## src/xrs_pkg.sv

```systemverilog
// shared constants and types for the xip exit and rescue sequencer pair
package xrs_pkg;

	// ************************************************************
	// clock and timing
	// ************************************************************
	localparam int CLK_PERIOD_NS = 40;
	localparam int RESCUE_DESELECT_NS = 50;
	localparam int RESET_PULSE_WIDTH_NS = 50;
	localparam int RESET_RECOVERY_NS = 40;
	localparam int ARRAY_RECOVERY_US = 30;
	localparam int POWER_TO_READ_US = 150;
	localparam int POWER_TO_ACCESS_US = 150;
	// least times round up, longest times round down, never below one cycle
	localparam int RESCUE_DESELECT_CYC = (RESCUE_DESELECT_NS + CLK_PERIOD_NS - 1) / CLK_PERIOD_NS;
	localparam int RESET_PULSE_CYC = (RESET_PULSE_WIDTH_NS + CLK_PERIOD_NS - 1) / CLK_PERIOD_NS;
	localparam int RESET_RECOVERY_CYC = (RESET_RECOVERY_NS / CLK_PERIOD_NS < 1) ? 1
		: RESET_RECOVERY_NS / CLK_PERIOD_NS;
	localparam int ARRAY_RECOVERY_CYC = ARRAY_RECOVERY_US * 1000 / CLK_PERIOD_NS;
	localparam int POWER_TO_READ_CYC = POWER_TO_READ_US * 1000 / CLK_PERIOD_NS;
	localparam int POWER_TO_ACCESS_CYC = POWER_TO_ACCESS_US * 1000 / CLK_PERIOD_NS;
	localparam int SCLK_HALF_CYC = 4;

	// ************************************************************
	// burst lengths
	// ************************************************************
	localparam logic [5:0] BURST_QUAD = 6'h07;
	localparam logic [5:0] BURST_DUAL = 6'h0d;
	localparam logic [5:0] BURST_EXT = 6'h19;
	localparam logic [5:0] BURST_ALL_ONES = 6'h08;

	// ************************************************************
	// protocols, commands, register map
	// ************************************************************
	typedef enum logic [1:0] {
		XRS_PROTO_EXT = 2'h0,
		XRS_PROTO_DUAL = 2'h1,
		XRS_PROTO_QUAD = 2'h2,
		XRS_PROTO_UNKNOWN = 2'h3
	} xrs_proto_t;

	localparam logic [7:0] CMD_READ_STATUS = 8'h05;
	localparam logic [7:0] CMD_READ_FLAG_STATUS = 8'h70;

	localparam logic [2:0] OP_EXIT_XIP = 3'h1;
	localparam logic [2:0] OP_RESCUE = 3'h2;
	localparam logic [2:0] OP_RESET_PIN = 3'h3;
	localparam logic [2:0] OP_POWER_WAIT = 3'h4;

	localparam logic [1:0] REC_SHORT = 2'h0;
	localparam logic [1:0] REC_ARRAY = 2'h1;
	localparam logic [1:0] REC_LONG = 2'h2;

	localparam logic [7:0] CTRL_OFFSET = 8'h00;
	localparam logic [7:0] STATUS_OFFSET = 8'h04;
	localparam logic [7:0] LONG_WAIT_OFFSET = 8'h08;
	localparam logic [31:0] LONG_WAIT_RESET = 32'h0000_0001;

	// first dummy clock of an xip read: address clocks plus one
	function automatic logic [5:0] xip_sample_clk(input xrs_proto_t p);
		case (p)
			XRS_PROTO_QUAD: xip_sample_clk = BURST_QUAD;
			XRS_PROTO_DUAL: xip_sample_clk = BURST_DUAL;
			default: xip_sample_clk = BURST_EXT;
		endcase
	endfunction

	// burst list: index 0..3 gives 7, 13, 25, then the all-ones byte
	function automatic logic [5:0] burst_len(input logic [1:0] idx);
		case (idx)
			2'h0: burst_len = BURST_QUAD;
			2'h1: burst_len = BURST_DUAL;
			2'h2: burst_len = BURST_EXT;
			default: burst_len = BURST_ALL_ONES;
		endcase
	endfunction

endpackage

```

## src/xrs_link_if.sv

```systemverilog
// link between the flash controller end and the flash device end
`timescale 1ns/10ps
interface xrs_link_if;
	logic chip_select_n;
	logic serial_clock;
	logic reset_input_n;
	logic data0_out;
	logic data0_oe;
	logic data3_out;
	logic data3_oe;
	wire logic serial_data_io0;
	wire logic hold_data_io3;

	// pull-ups hold both lines high while nobody drives them
	assign serial_data_io0 = data0_oe ? data0_out : 1'b1;
	assign hold_data_io3 = data3_oe ? data3_out : 1'b1;

	modport host (
		output chip_select_n,
		output serial_clock,
		output reset_input_n,
		output data0_out,
		output data0_oe,
		output data3_out,
		output data3_oe,
		input serial_data_io0,
		input hold_data_io3
	);

	modport dev (
		input chip_select_n,
		input serial_clock,
		input reset_input_n,
		input serial_data_io0,
		input hold_data_io3
	);
endinterface

```

## src/xrs_host.sv

```systemverilog
// flash controller end: xip exit bursts, rescue sequence, reset pin, waits
//
// Behaviour
// [RULE1] quad exit: seven clocks, io0 high
// [RULE2] dual exit: thirteen clocks, io0 high
// [RULE3] extended exit: twenty-five clocks, io0 high
// [RULE4] exit leaves xip, program/erase untouched
// [RULE5] reset pin pulse restores power-on state; xrs_dev keeps the lock bits through a pin reset
// [RULE6] below threshold device ignores everything
// [RULE7] power-up phase: only status reads accepted
// [RULE8] after power-up latches and locks cleared
// [RULE9] wait 150 us after supply before access
// [RULE10] chip select high 50 ns between bursts
// [RULE11] rescue one: bursts of 7, 13, 25
// [RULE12] rescue two: all-ones byte, 8 clocks
// [RULE13] after rescue: extended protocol, no xip
// [RULE14] redo nonvolatile config write after rescue
// [RULE15] reset pin low at least 50 ns
// [RULE16] short recovery 40 ns after reset
// [RULE17] array operations: 30 us recovery
// [RULE18] long operations: wait their own duration
// [RULE19] confirmation sampled in first dummy clock
// [RULE20] leaving xip sets configuration bit 3
// [RULE21] burst length from protocol, else all three
//
// Added by the designer: the placing of the registers and the APB interface to the registers.
`timescale 1ns/10ps
module xrs_host
	import xrs_pkg::*;
#(
	parameter int HALF_PERIOD = SCLK_HALF_CYC
)
(
	input wire logic pclk,
	input wire logic presetn,
	input wire logic psel,
	input wire logic penable,
	input wire logic pwrite,
	input wire logic [7:0] paddr,
	input wire logic [31:0] pwdata,
	output logic [31:0] prdata,
	output logic pready,
	output logic pslverr,
	xrs_link_if.host link
);
	import xrs_pkg::*;
	typedef enum logic [5:0] {
		ST_IDLE = 6'b000001,
		ST_PWR = 6'b000010,
		ST_BURST = 6'b000100,
		ST_GAP = 6'b001000,
		ST_RLOW = 6'b010000,
		ST_RWAIT = 6'b100000
	} xrs_host_st_t;
	typedef struct packed {
		xrs_host_st_t st;
		logic [2:0] op;
		xrs_proto_t proto;
		logic [1:0] rec_class;
		logic [31:0] long_wait;
		logic ready;
		logic nv_redo;
		logic [1:0] bidx;
		logic [1:0] blast;
		logic [5:0] ccnt;
		logic [7:0] div;
		logic [31:0] cnt;
		logic cs_n;
		logic sclk;
		logic rst_n;
		logic drive;
		logic [31:0] rdata;
		logic rdy;
		logic err;
	} xrs_host_state_t;
	localparam xrs_host_state_t HOST_RESET = '{st: ST_IDLE, op: 3'h0, proto: XRS_PROTO_UNKNOWN,
		rec_class: REC_SHORT, long_wait: LONG_WAIT_RESET, ready: 1'b0, nv_redo: 1'b0,
		bidx: 2'h0, blast: 2'h0, ccnt: 6'h00, div: 8'h00, cnt: 32'h0, cs_n: 1'b1,
		sclk: 1'b0, rst_n: 1'b1, drive: 1'b0, rdata: 32'h0, rdy: 1'b0, err: 1'b0};
	xrs_host_state_t s_reg;
	xrs_host_state_t s_next;
	logic wr_take;
	logic setup;
	logic [31:0] rec_target;
	assign setup = psel && !penable;
	assign wr_take = psel && penable && pwrite && s_reg.rdy;

	// recovery after a reset pulse depends on what the device was doing
	always_comb
	begin
		rec_target = 32'(RESET_RECOVERY_CYC); // [RULE16]
		if (s_reg.rec_class == REC_ARRAY)
			rec_target = 32'(ARRAY_RECOVERY_CYC); // [RULE17]
		else if (s_reg.rec_class == REC_LONG)
			rec_target = s_reg.long_wait; // [RULE18]
	end

	// ************************************************************
	// next state
	// ************************************************************
	always_comb
	begin
		s_next = s_reg;
		// pready stays high from the first edge: zero-wait slave
		s_next.rdy = 1'b1;
		if (setup)
		begin
			s_next.err = 1'b0;
			s_next.rdata = 32'h0;
			case (paddr)
				CTRL_OFFSET: s_next.rdata = {24'h0, s_reg.rec_class, s_reg.proto, 1'b0, s_reg.op};
				STATUS_OFFSET: s_next.rdata = {29'h0, s_reg.nv_redo, s_reg.ready,
					s_reg.st != ST_IDLE};
				LONG_WAIT_OFFSET: s_next.rdata = s_reg.long_wait;
				default: s_next.err = 1'b1;
			endcase
		end
		if (wr_take && paddr == STATUS_OFFSET && pwdata[2])
			s_next.nv_redo = 1'b0;
		if (wr_take && paddr == LONG_WAIT_OFFSET)
			s_next.long_wait = pwdata;
		if (wr_take && paddr == CTRL_OFFSET && s_reg.st == ST_IDLE)
		begin
			// commands written while busy are dropped
			s_next.op = pwdata[2:0];
			s_next.proto = xrs_proto_t'(pwdata[5:4]);
			s_next.rec_class = pwdata[7:6];
			s_next.cnt = 32'h0;
			s_next.ccnt = 6'h00;
			s_next.div = 8'h00;
			case (pwdata[2:0])
				OP_EXIT_XIP:
				begin
					s_next.st = ST_BURST;
					s_next.cs_n = 1'b0;
					s_next.drive = 1'b1;
					case (xrs_proto_t'(pwdata[5:4])) // [RULE21]
						XRS_PROTO_QUAD: s_next.bidx = 2'h0; // [RULE1]
						XRS_PROTO_DUAL: s_next.bidx = 2'h1; // [RULE2]
						XRS_PROTO_EXT: s_next.bidx = 2'h2; // [RULE3]
						default: s_next.bidx = 2'h0; // [RULE21]
					endcase
					// known protocol: one burst; unknown: all three in turn
					s_next.blast = (pwdata[5:4] == 2'h3) ? 2'h2 : s_next.bidx;
				end
				OP_RESCUE:
				begin
					s_next.st = ST_BURST;
					s_next.cs_n = 1'b0;
					s_next.drive = 1'b1;
					s_next.bidx = 2'h0; // [RULE11]
					s_next.blast = 2'h3; // [RULE12]
				end
				OP_RESET_PIN:
				begin
					s_next.st = ST_RLOW;
					s_next.rst_n = 1'b0; // [RULE5]
				end
				OP_POWER_WAIT:
				begin
					s_next.st = ST_PWR;
					s_next.ready = 1'b0;
				end
				default: s_next.op = 3'h0;
			endcase
		end
		unique case (s_reg.st)
			ST_IDLE:
			begin
			end
			ST_PWR:
			begin
				// device may still be rejecting commands until this expires
				if (s_reg.cnt == 32'(POWER_TO_ACCESS_CYC - 1)) // [RULE9]
				begin
					s_next.st = ST_IDLE;
					s_next.ready = 1'b1;
				end
				else
					s_next.cnt = s_reg.cnt + 32'h1;
			end
			ST_BURST:
			begin
				if (s_reg.div == 8'(HALF_PERIOD - 1))
				begin
					s_next.div = 8'h00;
					s_next.sclk = ~s_reg.sclk;
					if (!s_reg.sclk)
						s_next.ccnt = s_reg.ccnt + 6'h01;
					// lift select on the falling edge after the last clock
					else if (s_reg.ccnt == burst_len(s_reg.bidx)) // [RULE11]
					begin
						s_next.st = ST_GAP;
						s_next.cs_n = 1'b1; // [RULE1]
						s_next.cnt = 32'h0;
					end
				end
				else
					s_next.div = s_reg.div + 8'h01;
			end
			ST_GAP:
			begin
				if (s_reg.cnt >= 32'(RESCUE_DESELECT_CYC - 1)) // [RULE10]
				begin
					s_next.ccnt = 6'h00;
					s_next.div = 8'h00;
					if (s_reg.bidx == s_reg.blast)
					begin
						s_next.st = ST_IDLE;
						s_next.drive = 1'b0;
						if (s_reg.op == OP_RESCUE)
						begin
							s_next.proto = XRS_PROTO_EXT; // [RULE13]
							s_next.nv_redo = 1'b1; // [RULE14]
						end
					end
					else
					begin
						s_next.st = ST_BURST;
						s_next.cs_n = 1'b0;
						s_next.bidx = s_reg.bidx + 2'h1;
					end
				end
				else
					s_next.cnt = s_reg.cnt + 32'h1;
			end
			ST_RLOW:
			begin
				if (s_reg.cnt == 32'(RESET_PULSE_CYC - 1)) // [RULE15]
				begin
					s_next.st = ST_RWAIT;
					s_next.rst_n = 1'b1;
					s_next.cnt = 32'h0;
				end
				else
					s_next.cnt = s_reg.cnt + 32'h1;
			end
			ST_RWAIT:
			begin
				// device is back in its nonvolatile mode, which is unknown here
				if (s_reg.cnt + 32'h1 >= rec_target) // [RULE16]
				begin
					s_next.st = ST_IDLE;
					s_next.proto = XRS_PROTO_UNKNOWN;
				end
				else
					s_next.cnt = s_reg.cnt + 32'h1;
			end
		endcase
	end

	always_ff @(posedge pclk or negedge presetn)
	begin
		if (!presetn)
			s_reg <= HOST_RESET;
		else
			s_reg <= s_next;
	end

	// ************************************************************
	// outputs
	// ************************************************************
	assign prdata = s_reg.rdata;
	assign pready = s_reg.rdy;
	assign pslverr = s_reg.err;
	assign link.chip_select_n = s_reg.cs_n;
	assign link.serial_clock = s_reg.sclk;
	assign link.reset_input_n = s_reg.rst_n;
	// io0 and io3 both held high through every burst
	assign link.data0_out = 1'b1;
	assign link.data0_oe = s_reg.drive;
	assign link.data3_out = 1'b1;
	assign link.data3_oe = s_reg.drive;

endmodule // xrs_host

```

## src/flat_wrapper.sv

```systemverilog
// flat-port wrapper written by rule: the top's interface ports become plain ports
module xrs_host_flat import xrs_pkg::*;
#(
	parameter int HALF_PERIOD = SCLK_HALF_CYC
)
  (pclk, presetn, psel, penable, pwrite, paddr, pwdata, prdata, pready, pslverr, link_chip_select_n, link_serial_clock, link_reset_input_n, link_data0_out, link_data0_oe, link_data3_out, link_data3_oe);
  xrs_link_if link_i ();
  input wire logic pclk;
  input wire logic presetn;
  input wire logic psel;
  input wire logic penable;
  input wire logic pwrite;
  input wire logic [7:0] paddr;
  input wire logic [31:0] pwdata;
  output logic [31:0] prdata;
  output logic pready;
  output logic pslverr;
  output wire logic [$bits(link_i.chip_select_n)-1:0] link_chip_select_n;
  output wire logic [$bits(link_i.serial_clock)-1:0] link_serial_clock;
  output wire logic [$bits(link_i.reset_input_n)-1:0] link_reset_input_n;
  output wire logic [$bits(link_i.data0_out)-1:0] link_data0_out;
  output wire logic [$bits(link_i.data0_oe)-1:0] link_data0_oe;
  output wire logic [$bits(link_i.data3_out)-1:0] link_data3_out;
  output wire logic [$bits(link_i.data3_oe)-1:0] link_data3_oe;
  assign link_chip_select_n = link_i.chip_select_n;
  assign link_serial_clock = link_i.serial_clock;
  assign link_reset_input_n = link_i.reset_input_n;
  assign link_data0_out = link_i.data0_out;
  assign link_data0_oe = link_i.data0_oe;
  assign link_data3_out = link_i.data3_out;
  assign link_data3_oe = link_i.data3_oe;
  xrs_host #(.HALF_PERIOD(HALF_PERIOD)) u_core (.pclk(pclk), .presetn(presetn), .psel(psel), .penable(penable), .pwrite(pwrite), .paddr(paddr), .pwdata(pwdata), .prdata(prdata), .pready(pready), .pslverr(pslverr), .link(link_i));
endmodule
```

## config.mk

```make
export PLATFORM = sky130hd
export DESIGN_NAME = xrs_host_flat
export DESIGN_NICKNAME = d
export VERILOG_FILES = /design/src/xrs_pkg.sv /design/src/xrs_link_if.sv /design/src/xrs_host.sv /design/src/flat_wrapper.sv
export SDC_FILE = /design/constraint.sdc
export NUM_CORES = 1
export LEC_CHECK = 0
export BUFFER_PORTS_ARGS = -buffer_cell sky130_fd_sc_hd__buf_2
export CORE_UTILIZATION = 40
export DETAILED_ROUTE_END_ITERATION = 8
export SETUP_SLACK_MARGIN = 0.02
export SKIP_LAST_GASP = 1
export SYNTH_ARGS = -nofsm -noshare
export SYNTH_HDL_FRONTEND = slang
export SYNTH_SLANG_ARGS = --single-unit
```

## constraint.sdc

```tcl
create_clock -name pclk -period 5.7 [get_ports pclk]
set_input_delay 1.425 -clock pclk [delete_from_list [all_inputs] [get_ports pclk]]
set_output_delay 1.425 -clock pclk [all_outputs]
set_load 0.005 [all_outputs]
```

; Word-level counts from Yosys, hierarchy flattened
; Cells that the tools add are included.
; Widths: inputs -> output; s select.
[word_totals]
register_bits = 135
elab_cells = 134
[op_classes]
addsub = 4
magnitude_cmp = 2
n_eq_ne = 25
muxes = 64
bitwise = 1
reduce_logical = 19
[op_table]
columns = cell, count
row1 = $mux 32, 6
row2 = $pmux 32 s5, 1
row3 = $pmux 32 s3, 1
row4 = $mux 6, 12
row5 = $mux 33, 2
row6 = $mux 51, 1
row7 = $mux 34, 1
row8 = $add 32x1->32 const B, 1
row9 = $eq 32x1->1 const B, 1
row10 = $eq 32x12->1 const B, 1
row11 = $ge 32x1->1 const B, 1
row12 = $ge 32x32->1, 1
row13 = $pmux 6 s5, 1
row14 = $pmux 14 s2, 1
row15 = $mux 1, 18
row16 = $pmux 6 s3, 1
row17 = $pmux 5 s3, 1
row18 = $mux 14, 1
row19 = $mux 2, 7
row20 = $mux 13, 1
row21 = $mux 3, 4
row22 = $eq 3x2->1 const B, 3
row23 = $logic_and 1x1->1, 9
row24 = $add 8x1->8 const B, 1
row25 = 31 further kinds, 38

; Longest topological paths before layout
[depth]
ltp_word = 10
mapped_depth = 18
mapped_depth_nobuf = 15

; Worst setup path after synthesis
; No wires, ideal clock.
[synth_path]
path_kind = register to register
startpoint = register u_core.s_reg[40] (netlist bit)
endpoint = register u_core.s_reg[41] (netlist bit)
setup_ps = 66
arrival_time_ps = 4732
t_required_ps = 5634
path_slack_ps = 902
path_stages_with_launch = 18
synth_period_minus_slack_ps = 4798
path_cell_list = dfrtp_1 clkbuf_1 nand4_1 nor3_1 and3_1 or4b_1 and2_1 or2_2 ha_1 a211oi_1 nor2_1 a2111oi_0 a311oi_1 nor3_1 or2_2 buf_2 clkbuf_1 a22o_1
[synth_rtl]
columns = element, line
row1 = "start, declared", xrs_host.sv:80  ; xrs_host_state_t s_reg;
row2 = "start signal, assigned", xrs_host.sv:257  ; s_reg <= s_next;

==> metrics.cfg <==
[synthesis]
synth_common_cells = 129 x dfrtp_1, 126 x nand2_1, 77 x o21ai_0, 57 x nor2_1, 43 x ha_1
yosys_warnings = 0
synth_ff_type = dfrtp_1
netlist.area_leader.share_pct = 40.9
yosys-top-cells-area = dfrtp_1 41%, ha_1 6.8%, nand2_1 6.0%
ys_seq_elements = 135
synth-edff-count = 0
async_flop_share_pct = 100
avgSynthCellArea_sq_um = 9.09
post-synth-top-count-cell = dfrtp_1
syn_area_sq_um = 7900
synthCells = 869
synth_cell_types = 62
seq_area_frac_synth_pct = 42.9
synth.largest_area_cell = dfrtp_1

[clock_network]
clk_latency_ns = 0.43
numCtsBuffers = 17
cts_buffer_depth = 2
htree_levels = 4
cts_tree = yes
cts_resized = 0
holdBufCountCts = 0
cts_setup_buffers = 0
clock-sinks = 135
cts_root_buf = clkbuf_16
clk_pin_slew_worst_paths_ns = 0.06

[floorplan]
die_h_um = 143
die-area_sq_um = 20300
num_io_pins = 86
die_w_um = 143
rows = 51
initial_core_util_pct = 40.7
core_area_sq_um = 19400

[sta]
min_period_over_period_pct = 86.0
setup_viol = 0
tightest_slew_ns = 1.09
finalHoldViolations = 0
max_freq_ghz = 0.204
fin_tns_setup_ns = 0
fin_skew_ns = 0.0199
rsz0062_at_grt = no
min_period_ns = 4.90
slew_headroom_pct = 27.3
drv_slew = 0

[power]
p_switching_uw = 473
power_uw = 2100
peakVddDrop_uv = 192
p_comb_share_pct = 2.8
internal_power_uw = 1620
p_seq_share_pct = 46.0
clockPowerShare_pct = 51.2
p_per_area_nw_per_um2 = 236
leakagePower_uw = 0.00396
switching_share_pct = 22.6

[place]
place.gp.congestion = 0.867
io_buffers = 83
post_dp_cell_area_sq_um = 8300
dp_hpwl_um = 13200
dp.cells = 1151

[critical_path]
crit_chain = ha_1 -> nand3_1 -> or4b_2 -> nand2b_1 -> nor3_1 -> nand4_1 -> xnor2_1 -> ha_1 -> nand4_1 -> or3_1 -> a311oi_1 -> o21ba_2 -> o21a_1 -> a22o_1
cp_slowest_cell = or4b_2
critPathCaptureType = flop
critical_path_peak_fanout = 17
arrival_ns = 5.25
worstSetupStartpointType = flop
crit_type = flop to flop
crit_required_ns = 6.05
slowest_delay_ns = 0.76

[routing]
vias = 6287
via_per_inst = 5.32
finalWirelength_um = 18200
drt.antenna.violating_nets = 0
route.detailed.drc = 0
drtIter0Drc = 317
wl_per_cell_um = 15.4
dr.pass1.iters = 4

[final_layout]
finalNonFillerCells = 1182
layout.nets = 993
syn_to_final_growth_pct = 12.4
largest_reg_flops = 97
final_area_sq_um = 8880
fin_util_pct = 45.8
antennaDiodeCount = 0
drive_above_1_share_pct = 20.5

[flow_run]
max-cap-violations = 0

[global_routing]
grt_remaining_overflow = 0
antenna_found_initial = 0
grt_max_degree = 87
track_usage_pct = 19.0
grt_pass1_wl_um = 30100
first_global_vias = 5955

[run_status]
status = finished clean

[worst_hold_path]
hold_class = flop to flop

## through the flow
step                      hold WS [ns]  worst slack (ns)
final                            0.477             0.801
after global routing             0.507             0.519
after CTS                        0.479             0.865
after detailed placement         0.465             0.890
after global placement           0.459             0.994
after floorplan                  0.442             0.902
## cell type report
cell class	count	area [sq um]
Tap cell	265	332
Fill cell	1952	10500
Inverter	30	113
Sequential cell	135	3390
Clock inverter	14	153
Multi-Input combinational cell	630	3990
Timing Repair Buffer	91	482
Clock buffer	17	425
## worst max-delay path: cells and delay by family (launching register included)
family	cells	cell delay (ns)
xor+xnor	1	0.17
fa+ha+maj	2	0.54
simple gates	7	2.18
flops	1	0.47
compound gates	4	1.44
## logic make-up after synthesis
kind of cell | share of synthesized area (%)
compound gates | 14.8
xor+xnor | 2.77
fa+ha+maj | 6.81
buf+inv | 6.94
flops | 42.9
mux | 5.48
other cells | 0.0475
simple gates | 20.2
## power by group through the flow
stage	Combinational [uW]	Clock, uW	Sequential, uW
2_1_floorplan	20.0	0	981
3_3_place_gp	61.2	0	981
3_5_place_dp	60.8	0	981
4_1_cts	61.0	1100	964
5_1_grt	68.2	1150	964
6_report	59.0	1080	964
## placed cells by master (no fill, tap or decap), drive strengths merged, types with 19 or more instances in the layout
| cell | n |
|---|---|
| o21ai | 79 |
| nand4 | 23 |
| dfrtp | 129 |
| buf | 91 |
| nor3 | 21 |
| nand2 | 126 |
| a21oi | 32 |
| ha | 43 |
| mux2 | 34 |
| nor2 | 57 |
| a22o | 19 |
| inv | 32 |
| nand3 | 27 |
## per-layer routing
metal | vias up | wire, um | GRT usage, %
li1 | 3128 | - | -
met1 | 3030 | 8440 | 24.9
met2 | 113 | 8990 | 31.7
met3 | 16 | 558 | 3.90
met4 | 0 | 226 | 5.72
met5 | - | 0 | 0
## worst paths after layout
kind | startpoint | endpoint | slack [ns] | depth (start not counted)
min in group asynchronous | presetn | u_core.s_reg[111] | 1.05 | 1
min | u_core.prdata[10] | u_core.prdata[10] | 0.48 | 2
max | u_core.s_reg[38] | u_core.s_reg[49] | 0.80 | 14
max in group asynchronous | presetn | u_core.s_reg[98] | 3.50 | 2
max reg2reg | u_core.s_reg[38] | u_core.s_reg[49] | 0.80 | 14
min reg2reg | u_core.prdata[10] | u_core.prdata[10] | 0.48 | 2
Power figures use the tool's default switching activity.
